## src/common/asd_defines.svh

```systemverilog
// constants for the angle sensor configuration bank and decoder
`ifndef ASD_DEFINES_SVH
`define ASD_DEFINES_SVH
// word addresses in the working ram
`define ASD_ADDR_ZERO      4'h2
`define ASD_ADDR_SPAN      4'h3
`define ASD_ADDR_THRESH    4'h4
`define ASD_ADDR_THERMAL   4'h6
`define ASD_ADDR_OPCFG     4'h7
`define ASD_ADDR_DIAGCFG   4'h8
`define ASD_ADDR_CLAMP     4'h9
`define ASD_NUM_WORDS      16
// commands
`define ASD_CMD_WRITE_HI   4'h0
`define ASD_CMD_READ_HI    4'h1
`define ASD_CMD_PROGRAM    8'h30
// reset values of the coined registers
`define ASD_RST_THERMAL    16'hFAF8
`define ASD_RST_OPCFG      16'h4046
`define ASD_RST_DIAGCFG    16'h0704
`define ASD_RST_CLAMP      16'h00FF
`define ASD_RST_ZERO       16'h0000
// field positions
`define ASD_OP_LOCK_BIT    13
`define ASD_OP_EDGE_BIT    11
`define ASD_OP_OCHK_HI     10
`define ASD_OP_OCHK_LO     9
`define ASD_OP_ICHK_HI     8
`define ASD_OP_ICHK_LO     7
`define ASD_OP_MODE_HI     6
`define ASD_OP_MODE_LO     4
`define ASD_DG_ICHK_TOP    11
`define ASD_DG_FALLBACK    9
`define ASD_DG_THERM_EN    8
`define ASD_DG_TTALLY_HI   7
`define ASD_DG_TTALLY_LO   6
`define ASD_DG_OCHK_EN     5
`define ASD_DG_OTALLY_HI   4
`define ASD_DG_OTALLY_LO   3
`define ASD_DG_ICHK_EN     2
`define ASD_DG_ITALLY_HI   1
`define ASD_DG_ITALLY_LO   0
// scale figures, kept for reference by users of the decoded fields
`define ASD_ANGLE_LSB_UDEG 2750
`define ASD_TEMP_OFFSET    -50
`define ASD_EDGE_FAST_NS   150
`define ASD_EDGE_SLOW_NS   750
`define ASD_CLAMP_LO_PERMIL 50
`define ASD_CLAMP_HI_PERMIL 695
`endif

```

## src/common/asd_pkg.sv

```systemverilog
// types for the angle sensor configuration bank and decoder
`default_nettype none
package asd_pkg;
    typedef enum logic [2:0] {
        ASD_OUT_DIGITAL = 3'h0,
        ASD_OUT_DIGITAL_N = 3'h1,
        ASD_OUT_ANALOG_M1 = 3'h4,
        ASD_OUT_ANALOG_M2 = 3'h5,
        ASD_OUT_ANALOG_M3 = 3'h6,
        ASD_OUT_ANALOG_STD = 3'h7
    } asd_out_mode_t;

    typedef enum logic [2:0] {
        ASD_LD_IDLE = 3'b001,
        ASD_LD_COPY = 3'b010,
        ASD_LD_DONE = 3'b100
    } asd_load_state_t;

    // angle words, unsigned, fixed lsb weight
    typedef struct packed {
        logic [15:0] zero_offset;
        logic [15:0] input_span;
        logic [15:0] mode3_threshold;
    } asd_angle_t;

    typedef struct packed {
        logic [7:0] shutdown_temp_code;
        logic [7:0] warning_temp_code;
        logic [7:0] low_clamp_code;
        logic [7:0] high_clamp_code;
    } asd_levels_t;

    typedef struct packed {
        logic          memory_write_lock;
        logic          data_edge_rate;
        logic [1:0]    output_check_strictness;
        logic [2:0]    input_check_strictness;
        asd_out_mode_t output_mode_select;
        logic          auto_return_normal;
        logic          thermal_watch_enable;
        logic [3:0]    thermal_fault_limit;
        logic          output_check_enable;
        logic [3:0]    output_fault_limit;
        logic          input_check_enable;
        logic [3:0]    input_fault_limit;
        logic          output_tally_valid;
    } asd_ctrl_t;
endpackage : asd_pkg
`default_nettype wire

```

## src/core/asd_config_bank.sv

```systemverilog
// configuration word bank with power-on copy and field decoder
`include "asd_defines.svh"
`default_nettype none
////////////////////////////////////////////////////////////////////////////////
// Function
// - angle words unsigned, fixed lsb weight
// - write lock bit 13, needs valid checksum
// - bit 11 selects slow data edges
// - bits 10:9 output check strictness
// - three-bit input strictness split across words
// - bits 6:4 select output mode
// - fallback bit 9, needs valid checksum
// - bit 8 enables thermal supervision
// - thermal tally code gives 0,2,4,8
// - bit 5 enables output check
// - output tally code 01 two, 10 four
// - bit 2 enables input check
// - input tally code gives 0,2,4,8
// - clamp word: low high byte, high low byte
// - copy stored words 0-F at power-on
// - program command ignored when lock latched
module asd_config_bank #(
    parameter int WORDS = `ASD_NUM_WORDS
) (
    input  wire logic                core_clk,
    input  wire logic                rst,
    // command port, from the serial front end on this clock
    input  wire logic                cmd_valid,
    input  wire logic [7:0]          cmd_byte,
    input  wire logic [15:0]         cmd_data,
    output logic [15:0]              rd_data,
    output logic                     rd_valid,
    // non-volatile store interface
    output logic [3:0]               nv_addr,
    input  wire logic [15:0]         nv_data,
    input  wire logic                crc_valid,
    output logic                     load_done,
    output logic                     program_start,
    // decoded fields
    output asd_pkg::asd_angle_t      angle_cfg,
    output asd_pkg::asd_levels_t     level_cfg,
    output asd_pkg::asd_ctrl_t       ctrl_cfg
);
    ////////////////////////////////////////////////////////////////////////////
    logic [15:0]              ram_r [WORDS];
    asd_pkg::asd_load_state_t ld_state_r;
    logic [3:0]               ld_idx_r;
    logic                     lock_latched_r;
    logic                     crc_latched_r;
    logic                     is_write;
    logic                     is_read;
    logic                     is_program;

    assign is_write   = cmd_valid && (cmd_byte[7:4] == `ASD_CMD_WRITE_HI) && (ld_state_r == asd_pkg::ASD_LD_DONE);
    assign is_read    = cmd_valid && (cmd_byte[7:4] == `ASD_CMD_READ_HI) && (ld_state_r == asd_pkg::ASD_LD_DONE);
    assign is_program = cmd_valid && (cmd_byte == `ASD_CMD_PROGRAM) && (ld_state_r == asd_pkg::ASD_LD_DONE);
    assign nv_addr    = ld_idx_r;
    assign load_done  = (ld_state_r == asd_pkg::ASD_LD_DONE);

    ////////////////////////////////////////////////////////////////////////////
    // power-on copy: one word per cycle, store data must follow nv_addr combinationally
    always_ff @(posedge core_clk)
    begin
        if (rst)
        begin
            ld_state_r <= asd_pkg::ASD_LD_IDLE;
            ld_idx_r   <= 4'h0;
        end
        else
        begin
            case (ld_state_r)
                asd_pkg::ASD_LD_IDLE:
                begin
                    ld_state_r <= asd_pkg::ASD_LD_COPY;
                end
                asd_pkg::ASD_LD_COPY:
                begin
                    ld_idx_r <= ld_idx_r + 4'h1;
                    if (ld_idx_r == 4'hF)
                    begin
                        ld_state_r <= asd_pkg::ASD_LD_DONE;
                    end
                end
                asd_pkg::ASD_LD_DONE:
                begin
                    ld_state_r <= asd_pkg::ASD_LD_DONE;
                end
                default:
                begin
                    ld_state_r <= asd_pkg::ASD_LD_IDLE;
                end
            endcase
        end
    end

    // ram: loaded from store, then host writes by word address
    always_ff @(posedge core_clk)
    begin
        if (ld_state_r == asd_pkg::ASD_LD_COPY)
        begin
            ram_r[ld_idx_r] <= nv_data;
        end
        else if (is_write)
        begin
            ram_r[cmd_byte[3:0]] <= cmd_data;
        end
    end

    // lock and checksum are caught once, at the end of the copy; later writes do not unlock
    always_ff @(posedge core_clk)
    begin
        if (rst)
        begin
            lock_latched_r <= 1'b0;
            crc_latched_r  <= 1'b0;
        end
        else if ((ld_state_r == asd_pkg::ASD_LD_COPY) && (ld_idx_r == 4'hF))
        begin
            crc_latched_r  <= crc_valid;
            lock_latched_r <= crc_valid && ram_r[`ASD_ADDR_OPCFG][`ASD_OP_LOCK_BIT];
        end
    end

    always_ff @(posedge core_clk)
    begin
        if (rst)
        begin
            program_start <= 1'b0;
            rd_valid      <= 1'b0;
            rd_data       <= 16'h0000;
        end
        else
        begin
            program_start <= is_program && !lock_latched_r;
            rd_valid      <= is_read;
            if (is_read)
            begin
                rd_data <= ram_r[cmd_byte[3:0]];
            end
        end
    end

    ////////////////////////////////////////////////////////////////////////////
    // decode: outputs are registered so they only move when the word moves
    function automatic logic [3:0] tally(input logic [1:0] code);
        tally = (code == 2'b00) ? 4'h0 : (4'h1 << code);
    endfunction

    logic [15:0] op_w;
    logic [15:0] dg_w;
    assign op_w = ram_r[`ASD_ADDR_OPCFG];
    assign dg_w = ram_r[`ASD_ADDR_DIAGCFG];

    always_ff @(posedge core_clk)
    begin
        if (rst)
        begin
            angle_cfg <= '0;
            level_cfg <= {`ASD_RST_THERMAL, `ASD_RST_CLAMP};
        end
        else if (load_done)
        begin
            angle_cfg.zero_offset     <= ram_r[`ASD_ADDR_ZERO];
            angle_cfg.input_span      <= ram_r[`ASD_ADDR_SPAN];
            angle_cfg.mode3_threshold <= ram_r[`ASD_ADDR_THRESH];
            level_cfg.shutdown_temp_code <= ram_r[`ASD_ADDR_THERMAL][15:8];
            level_cfg.warning_temp_code  <= ram_r[`ASD_ADDR_THERMAL][7:0];
            level_cfg.low_clamp_code     <= ram_r[`ASD_ADDR_CLAMP][15:8];
            level_cfg.high_clamp_code    <= ram_r[`ASD_ADDR_CLAMP][7:0];
        end
    end

    always_ff @(posedge core_clk)
    begin
        if (rst)
        begin
            ctrl_cfg <= '0;
            ctrl_cfg.output_mode_select   <= asd_pkg::ASD_OUT_ANALOG_M1;
            ctrl_cfg.auto_return_normal   <= 1'b1;
            ctrl_cfg.thermal_watch_enable <= 1'b1;
            ctrl_cfg.input_check_enable   <= 1'b1;
        end
        else if (load_done)
        begin
            ctrl_cfg.memory_write_lock       <= lock_latched_r;
            ctrl_cfg.data_edge_rate          <= op_w[`ASD_OP_EDGE_BIT];
            ctrl_cfg.output_check_strictness <= op_w[`ASD_OP_OCHK_HI:`ASD_OP_OCHK_LO];
            ctrl_cfg.input_check_strictness  <= {dg_w[`ASD_DG_ICHK_TOP],
                                                 op_w[`ASD_OP_ICHK_HI:`ASD_OP_ICHK_LO]};
            // undefined mode codes 010 and 011 pass through unchanged for the output stage to reject
            ctrl_cfg.output_mode_select      <= asd_pkg::asd_out_mode_t'(op_w[`ASD_OP_MODE_HI:`ASD_OP_MODE_LO]);
            ctrl_cfg.auto_return_normal      <= crc_latched_r && dg_w[`ASD_DG_FALLBACK];
            ctrl_cfg.thermal_watch_enable    <= dg_w[`ASD_DG_THERM_EN];
            ctrl_cfg.thermal_fault_limit     <= tally(dg_w[`ASD_DG_TTALLY_HI:`ASD_DG_TTALLY_LO]);
            ctrl_cfg.output_check_enable     <= dg_w[`ASD_DG_OCHK_EN];
            ctrl_cfg.output_fault_limit      <= tally(dg_w[`ASD_DG_OTALLY_HI:`ASD_DG_OTALLY_LO]);
            ctrl_cfg.output_tally_valid      <= (dg_w[`ASD_DG_OTALLY_HI] ^ dg_w[`ASD_DG_OTALLY_LO]);
            ctrl_cfg.input_check_enable      <= dg_w[`ASD_DG_ICHK_EN];
            ctrl_cfg.input_fault_limit       <= tally(dg_w[`ASD_DG_ITALLY_HI:`ASD_DG_ITALLY_LO]);
        end
    end

    ////////////////////////////////////////////////////////////////////////////
    program_gate_a: assert property (@(posedge core_clk) disable iff (rst)
        program_start |-> ($past(is_program) && !$past(lock_latched_r)))
        else $error("program started while locked");
    lock_hold_a: assert property (@(posedge core_clk) disable iff (rst)
        (load_done && $past(load_done)) |-> $stable(lock_latched_r))
        else $error("lock changed after load");
    edge_decode_a: assert property (@(posedge core_clk) disable iff (rst)
        (load_done && $past(load_done)) |-> ctrl_cfg.data_edge_rate == $past(op_w[`ASD_OP_EDGE_BIT]))
        else $error("edge rate mismatch");
    mode_decode_a: assert property (@(posedge core_clk) disable iff (rst)
        $past(load_done) |-> ctrl_cfg.output_mode_select == $past(op_w[6:4]))
        else $error("output mode mismatch");
    tally_code_a: assert property (@(posedge core_clk) disable iff (rst)
        ($past(load_done) && $past(dg_w[7:6]) == 2'b11) |-> ctrl_cfg.thermal_fault_limit == 4'h8)
        else $error("thermal tally wrong");
    input_tally_a: assert property (@(posedge core_clk) disable iff (rst)
        ($past(load_done) && $past(dg_w[1:0]) == 2'b00) |-> ctrl_cfg.input_fault_limit == 4'h0)
        else $error("input tally wrong");
    fallback_gate_a: assert property (@(posedge core_clk) disable iff (rst)
        ctrl_cfg.auto_return_normal && load_done && $past(load_done) |-> crc_latched_r)
        else $error("fallback without checksum");
    field_stable_a: assert property (@(posedge core_clk) disable iff (rst)
        // the field seen now was built from the words one cycle back, so those must match
        (load_done && $past(load_done,2) && ($past(dg_w) == $past(dg_w,2)) && ($past(op_w) == $past(op_w,2)))
        |-> $stable(ctrl_cfg.input_check_strictness))
        else $error("field moved with word fixed");
    load_len_a: assert property (@(posedge core_clk) disable iff (rst)
        $rose(load_done) |-> $past(ld_idx_r) == 4'hF)
        else $error("copy ended early");
endmodule // asd_config_bank
`default_nettype wire

```

## config.mk

```make
export PLATFORM = sky130hd
export DESIGN_NAME = asd_config_bank
export DESIGN_NICKNAME = d
export VERILOG_FILES = /design/src/common/asd_pkg.sv /design/src/core/asd_config_bank.sv
export VERILOG_INCLUDE_DIRS = /design/src /design/src/common
export SDC_FILE = /design/constraint.sdc
export NUM_CORES = 1
export LEC_CHECK = 0
export BUFFER_PORTS_ARGS = -buffer_cell sky130_fd_sc_hd__buf_2
export CAP_MARGIN = 10
export CORE_ASPECT_RATIO = 0.9
export CORE_MARGIN = 5
export CORE_UTILIZATION = 45
export CTS_CLUSTER_DIAMETER = 150
export DETAILED_ROUTE_END_ITERATION = 6
export PLACE_DENSITY_LB_ADDON = 0.05
export SYNTH_ARGS = -nofsm -noshare
export SYNTH_HDL_FRONTEND = slang
export SYNTH_SLANG_ARGS = --single-unit
```

## constraint.sdc

```tcl
create_clock -name core_clk -period 3.8 [get_ports core_clk]
set_input_delay 0.76 -clock core_clk [delete_from_list [all_inputs] [get_ports core_clk]]
set_output_delay 0.76 -clock core_clk [all_outputs]
set_load 0.05 [all_outputs]
```

==> results.md <==
* Status: completed
* Clk network pwr share at between 40% and 50%
* Fraction of registers with async set/reset at 0%
* Worst-Skew Late Latency at around 0.53 ns
* Tot GR Track Use at 21.3%
* Maximum vdd drop at roughly 0.26 mV
* DR vias at 9006
* Clk sink count at 387
* Leading cell type in the layout, fill and taps excluded: edfxtp_1
* Final wirelength at a little under 40000 um
* Layout fillers at between 2000 and 3000
* Largest net degree at the start of global routing at 107
* Global-route wire length before repair at 59000 um
* Final-stage net count at 1256
* CP Class: reg2out
* Post-CTS setup buffer count at 0
* Most frequent cells in the layout: edfxtp_1, nand2_1, buf_2
* Leak at roughly 0.0063 uW
* Worst min path class: reg2reg
* DP Worst Slack at ~0.68 ns
* Clock Path Buffers at 3
* GP Congestion at just over 0.8
* Ant diodes at 0
* Placed Area at around 0.016 mm2
* Final period utilization at about 80%
* Drt wl/cell at approximately 24 um
* Seq/Total Area, Yosys at 70.3%
* Htree depth at 2
* DR iter-0 viols at between 600 and 700
* R2R depth at 5
* Synth warn at 0
* Share of cells above drive strength 1 at between 20 and 30%
* Post-synth EDFFs at 256
* Setup-failing EPs final at 0
* Pwr dens at a little over 500 mW/mm2
* Initial Util at 45.8%
* Area delta synth->final at 18.4%
* CTS tree: built
* Top post-synthesis cells by area: edfxtp_1, dfxtp_1, mux4_2
* CTS Buf Count at about 40
* Critical register-to-register path startpoint: ld_state_r[2]
* Mapped cell area at about 0.015 mm2
* Final worst slack at ~0.84 ns
* Ports at around 170
* Port bufs at 170
* Antenna-violating nets left at 0
* Die area at about 0.036 mm2
* Mean Syn Cell Area at between 10 and 15 um2
* Yosys cell types at 47
* # rows at 62
* Drc violations at 0
* Seq cells post-synth at between 300 and 400
* Final hold vios at 0
* Clk slew on worst S/H paths at 0.06 ns
* Unrepaired setup endpoints after global routing: no
* Hold depth at 2
* Share of the synthesized area in the top cell type at a little over half
* Core area at about 0.032 mm2
* Worst Tran Pin Value at approximately 0.8 ns
* Dominant cell type by area after synthesis: edfxtp_1
* Drt first pass iters at 4
* Combinational share of power at 3.8%
* Area occupied by multi-input gates at 0.00405 mm2
* Worst hold path startpoint: ctrl_cfg[2]
* CP arrival at ~2.2 ns
* Final max-slew violation count at 0
* Clock skew at roughly 0.011 ns
* Sw frac at a little over a fifth
* Int Pwr at a little under 7000 uW
* Worst Hold Path EP: ctrl_cfg[2]
* NetSw at about 1800 uW
* Critical path startpoint category: flip-flop
* GRT overflow at 0
* Chip height at ~180 um
* Top FF cell, synth: edfxtp_1
* Die W at 200 um
* Max FO, Critical Path at 44
* TNS Setup at 0 ns
* Worst setup path startpoint: ld_state_r[2]
* Flop-to-flop setup slack at 1.10 ns
* DR vias/cell at about 5.4
* Hold-fix buffers, CTS at 0
* Root Driver: clkbuf_16
* Final instance area at between 0.015 and 0.02 mm2
* F_max at between 300 and 400 MHz
* Crit path time final at between 2 and 3 ns
* Max_slew headroom at a little under half
* Initial antenna violation count at 0
* Hpwl dp at about 26000 um
* Worst setup EP type: output pin
* Resized Gates After CTS at 0
* Sequential share of power at around half
* Synth Instances at 1028
* CP Data Required Time at between 3 and 4 ns
* RR Endpoint: ram_r[6][2]
* Flip-flop and latch area at 0.0103 mm2
* Max-cap violation count at 0
* Vias in the first global route at about 9000
[cell usage after synthesis (all sizes together), types with 2 or more instances]
master	n
nor2	28
edfxtp	256
nor3	3
mux4	64
nand3	29
mux2i	21
or3b	3
nor4	3
nor3b	2
a21oi	82
or3	2
nand2	250
o21ai	17
clkbuf	39
a22oi	17
nand3b	4
buf	25
ha	4
nor2b	8
xor2	2
dfxtp	131
inv	6
mux2	17
[sequential cells by signal (all words and copies together), names as in the netlist]
name,count
crc_latched_r,1
rd_valid,1
level_cfg,32
rd_data,16
nv_addr,4
ctrl_cfg,24
program_start,1
angle_cfg,48
ram_r,256
lock_latched_r,1
ld_state_r,3
[how the worst max path moves through the flow]
stage	cells past startpoint	slack [ns]	to
finish	4	0.84	load_done
CTS	4	0.82	load_done
global placement	6	0.71	ram_r[6][0]
detailed placement	6	0.68	ram_r[6][2]
global route	4	0.77	load_done
floorplan	7	0.59	ram_r[11][0]
[power by group through the flow]
stage / clock [uW] / combinational [uW] / sequential (uW)
final: 3950 / 338 / 4500
after global routing: 4210 / 365 / 4500
after CTS: 4020 / 347 / 4500
after detailed placement: 0 / 346 / 4590
after global placement: 0 / 346 / 4590
after floorplan: 0 / 208 / 4590
[per-stage QoR]
step | power [uW] | hold slack, ns | cells | utilization, %
final | 8790 | 0.447 | 1657 | 54.2
after global routing | 9080 | 0.467 | 1657 | 54.2
after CTS | 8870 | 0.451 | 1657 | 54.2
after detailed placement | 4940 | 0.443 | 1581 | 50.0
after global placement | 4940 | 0.441 | 1581 | 50.0
after floorplan | 4800 | 0.440 | 1030 | -
[cell type report]
type | count | share of cell area, %
clock buffer | 57 | 6.68
tap | 416 | 3.00
clock inverter | 19 | 0.995
inverter | 6 | 0.137
timing repair buffer | 199 | 6.42
sequential | 387 | 59.4
multi-input combinational | 573 | 23.4
[critical path, cell delays in order (launching register included)]
cell	delay, ns
dfxtp_1	0.45
or3b_4	0.47
buf_4	0.29
clkinv_2	0.13
buf_2	0.27
[logic make-up (layout without fill, tap and decap cells)]
logic type / after synthesis / in the layout / synth area share (%)
simple gates: 339 / 339 / 9.73
other cells: 1 / 3 / 0.0256
xor+xnor: 3 / 3 / 0.179
buf+inv: 70 / 281 / 2.13
flops: 387 / 387 / 70.3
mux: 102 / 102 / 12.7
fa+ha+maj: 4 / 4 / 0.341
compound gates: 122 / 122 / 4.60
[metal layers]
layer | GRT usage [%] | wire [um] | vias up | share of wire (%)
met5 | 0 | 0 | - | 0
met4 | 5.78 | 917 | 0 | 2.3
met3 | 4.09 | 2060 | 55 | 5.3
met2 | 33.3 | 17700 | 254 | 45
met1 | 30.9 | 18400 | 4550 | 47
li1 | - | - | 4147 | -
Power figures use the tool's default switching activity.
